**src/hw/cpf_pkg.sv**
```systemverilog
// Operation
// - Session runs poll, activate, transact, release phases; good poll enters activate, good activate enters transact, release command enters release.
// - Poll scans for type A and B cards; failure status when none found.
// - Activate runs card activation; host follows success with data exchange.
// - Status byte: 00 success, 04 general failure, 80 more data pending.
// - Poll, activate and release replies are the status byte alone.
// - Data exchange carries a variable-length APDU forwarded to the activated card.
// - Exchange replies send status, length byte, then exactly that many data bytes.
// - Chained send forwards a segment, flagging that more segments follow.
// - Release runs deactivation; on success the reply is withheld until the card leaves the field, on failure it is sent at once.
// - Serial link runs 9600 baud, 8 data bits, no parity, 1 stop.
// - After reset an identification string is sent before commands are accepted.
package cpf_pkg;

  localparam int unsigned CLK_HZ    = 250_000_000;
  localparam int unsigned BAUD_RATE = 9600;
  localparam int unsigned BAUD_DIV  = CLK_HZ / BAUD_RATE;
  localparam int unsigned ID_LEN    = 8;

  localparam logic [7:0] CMD_LEAD  = 8'h70;
  localparam logic [7:0] SUB_POLL  = 8'h70;
  localparam logic [7:0] SUB_ACT   = 8'h61;
  localparam logic [7:0] SUB_XCH   = 8'h74;
  localparam logic [7:0] SUB_CSEND = 8'h63;
  localparam logic [7:0] SUB_CRECV = 8'h6D;
  localparam logic [7:0] SUB_REL   = 8'h64;

  localparam logic [7:0] STAT_OK   = 8'h00;
  localparam logic [7:0] STAT_FAIL = 8'h04;
  localparam logic [7:0] STAT_MORE = 8'h80;
  localparam logic [7:0] LEN_MAX   = 8'hFF;

  typedef enum logic [2:0] {
    OP_POLL  = 3'h0,
    OP_ACT   = 3'h1,
    OP_XCH   = 3'h2,
    OP_CSEND = 3'h3,
    OP_CRECV = 3'h4,
    OP_REL   = 3'h5
  } cpf_op_t;

  typedef enum logic [1:0] {
    RES_OK   = 2'h0,
    RES_FAIL = 2'h1,
    RES_MORE = 2'h2
  } cpf_res_t;

  typedef enum logic [1:0] {
    PH_POLL  = 2'h0,
    PH_ACT   = 2'h1,
    PH_XACT  = 2'h2,
    PH_DEACT = 2'h3
  } cpf_phase_t;

  typedef struct packed {
    logic    go;
    cpf_op_t op;
  } cpf_card_req_t;

  typedef struct packed {
    logic     done;
    cpf_res_t res;
  } cpf_card_rsp_t;

  typedef struct packed {
    logic       valid;
    logic [7:0] data;
  } cpf_byte_t;

endpackage

```
**src/hw/cpf_flow.sv**
```systemverilog
`timescale 1ns/1ns
`default_nettype none
module cpf_flow
  import cpf_pkg::*;
#(
  parameter int unsigned        DIV     = BAUD_DIV,
  // Identification text, value arbitrary
  parameter logic [8*ID_LEN-1:0] ID_TEXT = "CRD 0.1\r"
) (
  input  wire logic          core_clk,
  input  wire logic          nrst,
  input  wire logic          ser_rx,
  output logic               ser_tx,
  output cpf_card_req_t      card_req,
  output cpf_byte_t          card_tx,
  input  wire cpf_byte_t     card_rx,
  input  wire cpf_card_rsp_t card_rsp,
  input  wire logic          card_present,
  output cpf_phase_t         phase
);

  typedef enum logic [3:0] {
    S_BANNER  = 4'h0,
    S_LEAD    = 4'h1,
    S_SUB     = 4'h2,
    S_LEN     = 4'h3,
    S_APDU    = 4'h4,
    S_CARD    = 4'h5,
    S_GONE    = 4'h6,
    S_ST      = 4'h7,
    S_LEN_OUT = 4'h8,
    S_DATA    = 4'h9
  } cpf_state_t;

  cpf_state_t state;
  logic       tx_go;
  logic [7:0] tx_byte;
  logic       tx_idle;
  logic       rx_valid;
  logic [7:0] rx_byte;
  logic [7:0] sub;
  logic       is_long;
  logic       bad;
  logic [7:0] apdu_left;
  logic [7:0] status;
  logic [7:0] resp_len;
  logic [7:0] idx;
  logic [7:0] resp_mem [0:255];
  logic       can_send;

  // Blocks a second send before the serialiser has seen the first
  assign can_send = tx_idle && !tx_go;

  function automatic logic cmd_ok(input logic [7:0] s, input cpf_phase_t ph);
    case (s)
      SUB_POLL:  cmd_ok = (ph == PH_POLL) || (ph == PH_ACT);
      SUB_ACT:   cmd_ok = (ph == PH_ACT);
      SUB_XCH,
      SUB_CSEND,
      SUB_CRECV: cmd_ok = (ph == PH_XACT);
      SUB_REL:   cmd_ok = (ph == PH_ACT) || (ph == PH_XACT);
      default:   cmd_ok = 1'b0;
    endcase
  endfunction

  function automatic cpf_op_t op_of(input logic [7:0] s);
    case (s)
      SUB_POLL:  op_of = OP_POLL;
      SUB_ACT:   op_of = OP_ACT;
      SUB_XCH:   op_of = OP_XCH;
      SUB_CSEND: op_of = OP_CSEND;
      SUB_CRECV: op_of = OP_CRECV;
      SUB_REL:   op_of = OP_REL;
      default:   op_of = OP_POLL;
    endcase
  endfunction

  function automatic logic [7:0] stat_of(input cpf_res_t r);
    case (r)
      RES_OK:   stat_of = STAT_OK;
      RES_MORE: stat_of = STAT_MORE;
      default:  stat_of = STAT_FAIL;
    endcase
  endfunction

  cpf_uart #(
    .DIV (DIV)
  ) u_uart (
    .core_clk (core_clk),
    .nrst     (nrst),
    .rx_pin   (ser_rx),
    .tx_pin   (ser_tx),
    .tx_go    (tx_go),
    .tx_byte  (tx_byte),
    .tx_idle  (tx_idle),
    .rx_valid (rx_valid),
    .rx_byte  (rx_byte)
  );

  // Card answer bytes; excess beyond 255 is dropped
  always_ff @(posedge core_clk) begin
    if (state == S_CARD && card_rx.valid && resp_len != LEN_MAX) begin
      resp_mem[resp_len] <= card_rx.data;
    end
  end

  always_ff @(posedge core_clk or negedge nrst) begin
    if (!nrst) begin
      state     <= S_BANNER;
      phase     <= PH_POLL;
      tx_go     <= 1'b0;
      tx_byte   <= 8'h00;
      sub       <= 8'h00;
      is_long   <= 1'b0;
      bad       <= 1'b0;
      apdu_left <= 8'h00;
      status    <= STAT_OK;
      resp_len  <= 8'h00;
      idx       <= 8'h00;
      card_req  <= '0;
      card_tx   <= '0;
    end else begin
      tx_go         <= 1'b0;
      card_req.go   <= 1'b0;
      card_tx.valid <= 1'b0;
      case (state)
        S_BANNER: begin
          if (can_send) begin
            tx_go   <= 1'b1;
            tx_byte <= ID_TEXT[8*(ID_LEN-1-int'(idx)) +: 8];
            if (idx == 8'(ID_LEN - 1)) begin
              idx   <= 8'h00;
              state <= S_LEAD;
            end else begin
              idx <= idx + 8'h01;
            end
          end
        end
        S_LEAD: begin
          if (rx_valid && rx_byte == CMD_LEAD) begin
            state <= S_SUB;
          end
        end
        S_SUB: begin
          if (rx_valid) begin
            sub      <= rx_byte;
            is_long  <= (rx_byte == SUB_XCH) || (rx_byte == SUB_CSEND)
                        || (rx_byte == SUB_CRECV);
            bad      <= !cmd_ok(rx_byte, phase);
            resp_len <= 8'h00;
            if (rx_byte == SUB_XCH || rx_byte == SUB_CSEND) begin
              state <= S_LEN;
            end else if (!cmd_ok(rx_byte, phase)) begin
              status <= STAT_FAIL;
              state  <= S_ST;
            end else begin
              card_req.go <= 1'b1;
              card_req.op <= op_of(rx_byte);
              if (rx_byte == SUB_REL) begin
                phase <= PH_DEACT;
              end
              state <= S_CARD;
            end
          end
        end
        S_LEN, S_APDU: begin
          if (rx_valid) begin
            if (state == S_APDU && !bad) begin
              card_tx.valid <= 1'b1;
              card_tx.data  <= rx_byte;
            end
            apdu_left <= (state == S_LEN) ? rx_byte : apdu_left - 8'h01;
            if ((state == S_LEN && rx_byte == 8'h00)
                || (state == S_APDU && apdu_left == 8'h01)) begin
              // Bad command still swallows its APDU to keep framing
              if (bad) begin
                status <= STAT_FAIL;
                state  <= S_ST;
              end else begin
                card_req.go <= 1'b1;
                card_req.op <= op_of(sub);
                state       <= S_CARD;
              end
            end else begin
              state <= S_APDU;
            end
          end
        end
        S_CARD: begin
          if (card_rx.valid && resp_len != LEN_MAX) begin
            resp_len <= resp_len + 8'h01;
          end
          if (card_rsp.done) begin
            status <= stat_of(card_rsp.res);
            state  <= S_ST;
            case (card_req.op)
              OP_POLL: begin
                phase <= (card_rsp.res == RES_OK) ? PH_ACT : PH_POLL;
              end
              OP_ACT: begin
                phase <= (card_rsp.res == RES_OK) ? PH_XACT : PH_POLL;
              end
              OP_REL: begin
                if (card_rsp.res == RES_OK) begin
                  state <= S_GONE;
                end else begin
                  phase <= PH_POLL;
                end
              end
              default: phase <= PH_XACT;
            endcase
          end
        end
        S_GONE: begin
          if (!card_present) begin
            phase <= PH_POLL;
            state <= S_ST;
          end
        end
        S_ST: begin
          if (can_send) begin
            tx_go   <= 1'b1;
            tx_byte <= status;
            idx     <= 8'h00;
            state   <= is_long ? S_LEN_OUT : S_LEAD;
          end
        end
        S_LEN_OUT: begin
          if (can_send) begin
            tx_go   <= 1'b1;
            tx_byte <= resp_len;
            state   <= (resp_len == 8'h00) ? S_LEAD : S_DATA;
          end
        end
        S_DATA: begin
          if (can_send) begin
            tx_go   <= 1'b1;
            tx_byte <= resp_mem[idx];
            if (idx == resp_len - 8'h01) begin
              idx   <= 8'h00;
              state <= S_LEAD;
            end else begin
              idx <= idx + 8'h01;
            end
          end
        end
        default: state <= S_LEAD;
      endcase
    end
  end
endmodule
`default_nettype wire

```
**src/hw/cpf_uart.sv**
```systemverilog
`timescale 1ns/1ns
`default_nettype none
module cpf_uart #(
  parameter int unsigned DIV = 26041
) (
  input  wire logic       core_clk,
  input  wire logic       nrst,
  input  wire logic       rx_pin,
  output logic            tx_pin,
  input  wire logic       tx_go,
  input  wire logic [7:0] tx_byte,
  output logic            tx_idle,
  output logic            rx_valid,
  output logic [7:0]      rx_byte
);
  localparam int unsigned CW = $clog2(DIV + 1);

  logic          rx_s1;
  logic          rx_s2;
  logic          rx_busy;
  logic [CW-1:0] rx_cnt;
  logic [3:0]    rx_bit;
  logic [7:0]    rx_sh;
  logic [CW-1:0] tx_cnt;
  logic [3:0]    tx_bit;
  logic [9:0]    tx_sh;

  always_ff @(posedge core_clk or negedge nrst) begin
    if (!nrst) begin
      rx_s1 <= 1'b1;
      rx_s2 <= 1'b1;
    end else begin
      rx_s1 <= rx_pin;
      rx_s2 <= rx_s1;
    end
  end

  // Sample mid-bit: half a bit after the start edge, then whole bits
  always_ff @(posedge core_clk or negedge nrst) begin
    if (!nrst) begin
      rx_busy  <= 1'b0;
      rx_cnt   <= '0;
      rx_bit   <= 4'h0;
      rx_sh    <= 8'h00;
      rx_valid <= 1'b0;
      rx_byte  <= 8'h00;
    end else begin
      rx_valid <= 1'b0;
      if (!rx_busy) begin
        if (!rx_s2) begin
          rx_busy <= 1'b1;
          rx_cnt  <= CW'(DIV / 2);
          rx_bit  <= 4'h0;
        end
      end else if (rx_cnt != '0) begin
        rx_cnt <= rx_cnt - 1'b1;
      end else begin
        rx_cnt <= CW'(DIV - 1);
        rx_bit <= rx_bit + 4'h1;
        if (rx_bit == 4'h0) begin
          if (rx_s2) begin
            rx_busy <= 1'b0; // Glitch, not a start bit
          end
        end else if (rx_bit < 4'h9) begin
          rx_sh <= {rx_s2, rx_sh[7:1]};
        end else begin
          rx_busy  <= 1'b0;
          rx_valid <= rx_s2; // Framing error drops the byte
          rx_byte  <= rx_sh;
        end
      end
    end
  end

  always_ff @(posedge core_clk or negedge nrst) begin
    if (!nrst) begin
      tx_idle <= 1'b1;
      tx_pin  <= 1'b1;
      tx_cnt  <= '0;
      tx_bit  <= 4'h0;
      tx_sh   <= 10'h3FF;
    end else if (tx_idle) begin
      if (tx_go) begin
        tx_idle <= 1'b0;
        tx_sh   <= {1'b1, tx_byte, 1'b0};
        tx_pin  <= 1'b0;
        tx_cnt  <= CW'(DIV - 1);
        tx_bit  <= 4'h0;
      end
    end else if (tx_cnt != '0) begin
      tx_cnt <= tx_cnt - 1'b1;
    end else begin
      tx_cnt <= CW'(DIV - 1);
      tx_bit <= tx_bit + 4'h1;
      tx_sh  <= {1'b1, tx_sh[9:1]};
      tx_pin <= tx_sh[1];
      if (tx_bit == 4'h9) begin
        tx_idle <= 1'b1;
        tx_pin  <= 1'b1;
      end
    end
  end
endmodule
`default_nettype wire
```
**config.mk**
```make
export PLATFORM = sky130hd
export DESIGN_NAME = cpf_flow
export DESIGN_NICKNAME = d
export VERILOG_FILES = /design/src/hw/cpf_pkg.sv /design/src/hw/cpf_flow.sv /design/src/hw/cpf_uart.sv
export SDC_FILE = /design/constraint.sdc
export NUM_CORES = 2
export LEC_CHECK = 0
export ABC_AREA = 1
export BUFFER_PORTS_ARGS = -buffer_cell sky130_fd_sc_hd__clkbuf_2
export CORE_MARGIN = 2
export CORE_UTILIZATION = 32
export DETAILED_ROUTE_END_ITERATION = 8
export PLACE_DENSITY = 0.48
export SYNTH_ARGS = -nofsm -noshare
export SYNTH_HDL_FRONTEND = slang
export SYNTH_SLANG_ARGS = --single-unit
```
**constraint.sdc**
```tcl
create_clock -name core_clk -period 7.1 [get_ports core_clk]
set_clock_uncertainty 0.1 [all_clocks]
set_input_delay 1.42 -clock core_clk [delete_from_list [all_inputs] [get_ports core_clk]]
set_output_delay 1.42 -clock core_clk [all_outputs]
set_load 0.05 [all_outputs]
```
==> impl_metrics.env <==
export IMPL_status="completed"
export IMPL_hold_start="u_uart.rx_s1"
export IMPL_vias=57493
export IMPL_min_path_cells=0
export IMPL_synth_most_common_cell="edfxtp_1"
export IMPL_grt_setup_unrepaired="false"
export IMPL_tns_ns=0
export IMPL_grt_max_degree=186
export IMPL_core_area_um2=279000
export IMPL_first_pass_iters=6
export IMPL_slowest_delay_ns=0.85
export IMPL_dp_hpwl_um=151000
export IMPL_ios=32
export IMPL_synth_area_um2=89400
export IMPL_drt_vias_per_instance=5.10
export IMPL_synth_compound_area_share_pct=7.37
export IMPL_r2r_start="idx[1]"
export IMPL_synth_cells=7452
export IMPL_finalHoldViolCount=0
export IMPL_synthXorXnorAreaFrac_pct=0.343
export IMPL_ys_warn_count=0
export IMPL_die_w_um=533
export IMPL_die_h_um=533
export IMPL_clk_latency_ns=0.87
export IMPL_first_iter_violations=5776
export IMPL_fill_cells=27246
export IMPL_yosys_area_top_type="edfxtp_1"
export IMPL_cp_data_arrival_time_ns=5.54
export IMPL_yosys_top_cells_count="edfxtp_1, nand2_1, nand3_1"
export IMPL_cts_buffers=228
export IMPL_cp_start_kind="flop"
export IMPL_use_met1_pct=26.2
export IMPL_crit_required_ns=7.75
export IMPL_max_freq_ghz=0.204
export IMPL_ctsHoldBuffers=0
export IMPL_grt_pass1_wl_um=393000
export IMPL_min_to="u_uart.rx_s2"
export IMPL_ir_worst_vdd_mv=0.244
export IMPL_avgSynthCellArea_um2=12.0
export IMPL_path_common_cell="nand3_1"
export IMPL_grt_antenna_before_repair=7
export IMPL_ff2ff_setup_slack_ns=2.21
export IMPL_final_util_pct=36.1
export IMPL_track_usage_pct=18.5
export IMPL_yosysSeqAreaShare_pct=72.5
export IMPL_fin_crit_sh_pct=68.9
export IMPL_hold_class="reg2reg"
export IMPL_antenna_left=0
export IMPL_cp_cell_sequence="inv_6, nand2_4, buf_4, o211ai_1, nand3_1, nand3_1, nand2_1, a21oi_1, nand3_1, nand3_1, a21oi_1"
export IMPL_cts_setup_buffers=0
export IMPL_gr_total_overflow=0
export IMPL_final_nets=7388
export IMPL_row_count=194
export IMPL_synthSimpleGateAreaFrac_pct=14.9
export IMPL_met2_usage_pct=30.3
export IMPL_synthDistinctLibCells=55
export IMPL_p_per_area_nw_per_um2=263
export IMPL_syn2layout_area_growth_pct=12.6
export IMPL_synth_mux_area_share_pct=0.0350
export IMPL_setup_viol=0
export IMPL_drc=0
export IMPL_top_usage_layer="met2"
export IMPL_whs_ns=0.299
export IMPL_p_leak_nw=33.7
export IMPL_ys_seq_elements=2180
export IMPL_critPathSlowestCell="nand2_4"
export IMPL_synth_top_area_share_pct=68.8
export IMPL_port_buffers=31
export IMPL_crit_type="reg2reg"
export IMPL_drive_gt1_share_pct=6.97
export IMPL_reg2reg_to="tx_byte[2]"
export IMPL_synthAdderAreaFrac_pct=0.224
export IMPL_synth_ff_type="edfxtp_1"
export IMPL_end_kind="flop"
export IMPL_ys_top_cells_by_area="edfxtp_1, nand3_1, nand2_1"
export IMPL_dieArea_um2=284000
export IMPL_max_clock_path_buffers=3
export IMPL_wl_per_cell_um=23.9
export IMPL_tightest_slew_ns=1.24
export IMPL_gp_congestion=0.813
export IMPL_path_clk_slew_ns=0.06
export IMPL_grt_util_met3_pct=2.46
export IMPL_cts_tree="yes"
export IMPL_synth_edf_count=2048
export IMPL_root_buffer="clkbuf_16"
export IMPL_cts_resized=0
export IMPL_clock_sinks=2180
export IMPL_maxCapViolCount=0
export IMPL_critPathMaxFanout=68
export IMPL_fin_crit_ns=4.89
export IMPL_synth_top_family_by_area="simple AND/OR/NAND/NOR gates"
export IMPL_maxSlewViolCount=0
export IMPL_ys_async_sr_fraction_pct=6.06
export IMPL_start_util_pct=32.1
export IMPL_relSlewSlack_pct=17.0
export IMPL_grt_pass1_vias=55540
export IMPL_wl_um=269000
export IMPL_reg2regPathDepth=11
export IMPL_h_tree_depth=4
report_power, final:
group / internal, mW / total, mW / switching [mW]
Combinational: 0.146 / 0.734 / 0.588
Sequential: 14.1 / 14.1 / 0.0410
Clock: 6.52 / 11.6 / 5.03
cells by family (layout without fill, tap and decap cells):
group           Yosys count  count (layout)
compound gates         1068            1068
xor+xnor                 35              35
fa+ha+maj                16              16
buf+inv                1008            1093
flops                  2180            2180
mux                       3               3
other cells               1              11
simple gates           3141            3141
layer usage:
metal  vias to the layer above  routed length [um]
met3                       352               14500
met4                         0                5750
met5                         -                   0
met1                     29222              120000
met2                      1596              129000
li1                      26323                   -
worst max-delay path, delay by kind of cell (launching register included):
family | cells | cell delay, ns
AOI/OAI and AO/OA | 3 | 0.79
buffers and inverters | 2 | 1.17
DFF | 1 | 0.73
and+or+nand+nor | 6 | 1.74
layout make-up:
class / instances / area (um^2) / share of cell area, %
sequential: 2180 / 64800 / 64.4
clock buffer: 302 / 6190 / 6.15
tap: 3724 / 4660 / 4.63
timing repair buffer: 119 / 1290 / 1.28
clock inverter: 116 / 922 / 0.916
antenna: 3 / 7.51 / 0.00746
inverter: 556 / 2110 / 2.10
multi-input combinational: 4271 / 20600 / 20.5
worst max path at each step:
stage | startpoint | to | slack (ns) | depth (start not counted)
floorplan | card_rx[8] | resp_mem[105][0] | 4.14 | 5
global placement | idx[1] | tx_byte[6] | 2.35 | 15
detailed placement | idx[1] | tx_byte[2] | 2.35 | 11
CTS | idx[1] | tx_byte[2] | 2.33 | 11
global route | idx[1] | tx_byte[6] | 2.10 | 15
finish | idx[1] | tx_byte[2] | 2.21 | 11
sequential cells by signal, indices dropped and copies added (netlist names), 9 cells and up:
register / flops
resp_mem: 2048
card_tx: 9
u_uart.tx_cnt: 15
u_uart.rx_cnt: 15
layout by cell type (no fill, tap or decap), types with 12 or more instances in the layout:
master and count:
or2_2 36, dfrtp_1 115, nand3_1 1045, xor2_1 25, nand4_1 14, clkbuf_1 59, inv_1 544, o211ai_1 444
nor3_1 16, o22ai_1 14, ha_1 16, o21ai_0 208, dfstp_2 12, clkbuf_16 233, nand2_1 1254, edfxtp_1 2048
clkinv_2 46, clkbuf_2 22, clkinv_1 50, buf_4 57, nor2_1 728, buf_12 31, bufinv_16 12, a21oi_1 359
nand2_2 12
per-stage QoR:
stage	power, mW	cell area [um^2]	worst slack (ns)	cells
final	26.4	101000	2.21	11271
after global routing	27.2	101000	2.10	11269
after CTS	26.7	101000	2.33	11268
after detailed placement	15.2	93500	2.35	10850
after global placement	15.1	93500	2.35	10850
after floorplan	14.7	89400	4.14	7459
No activity file was read; power rests on OpenSTA's default activity.
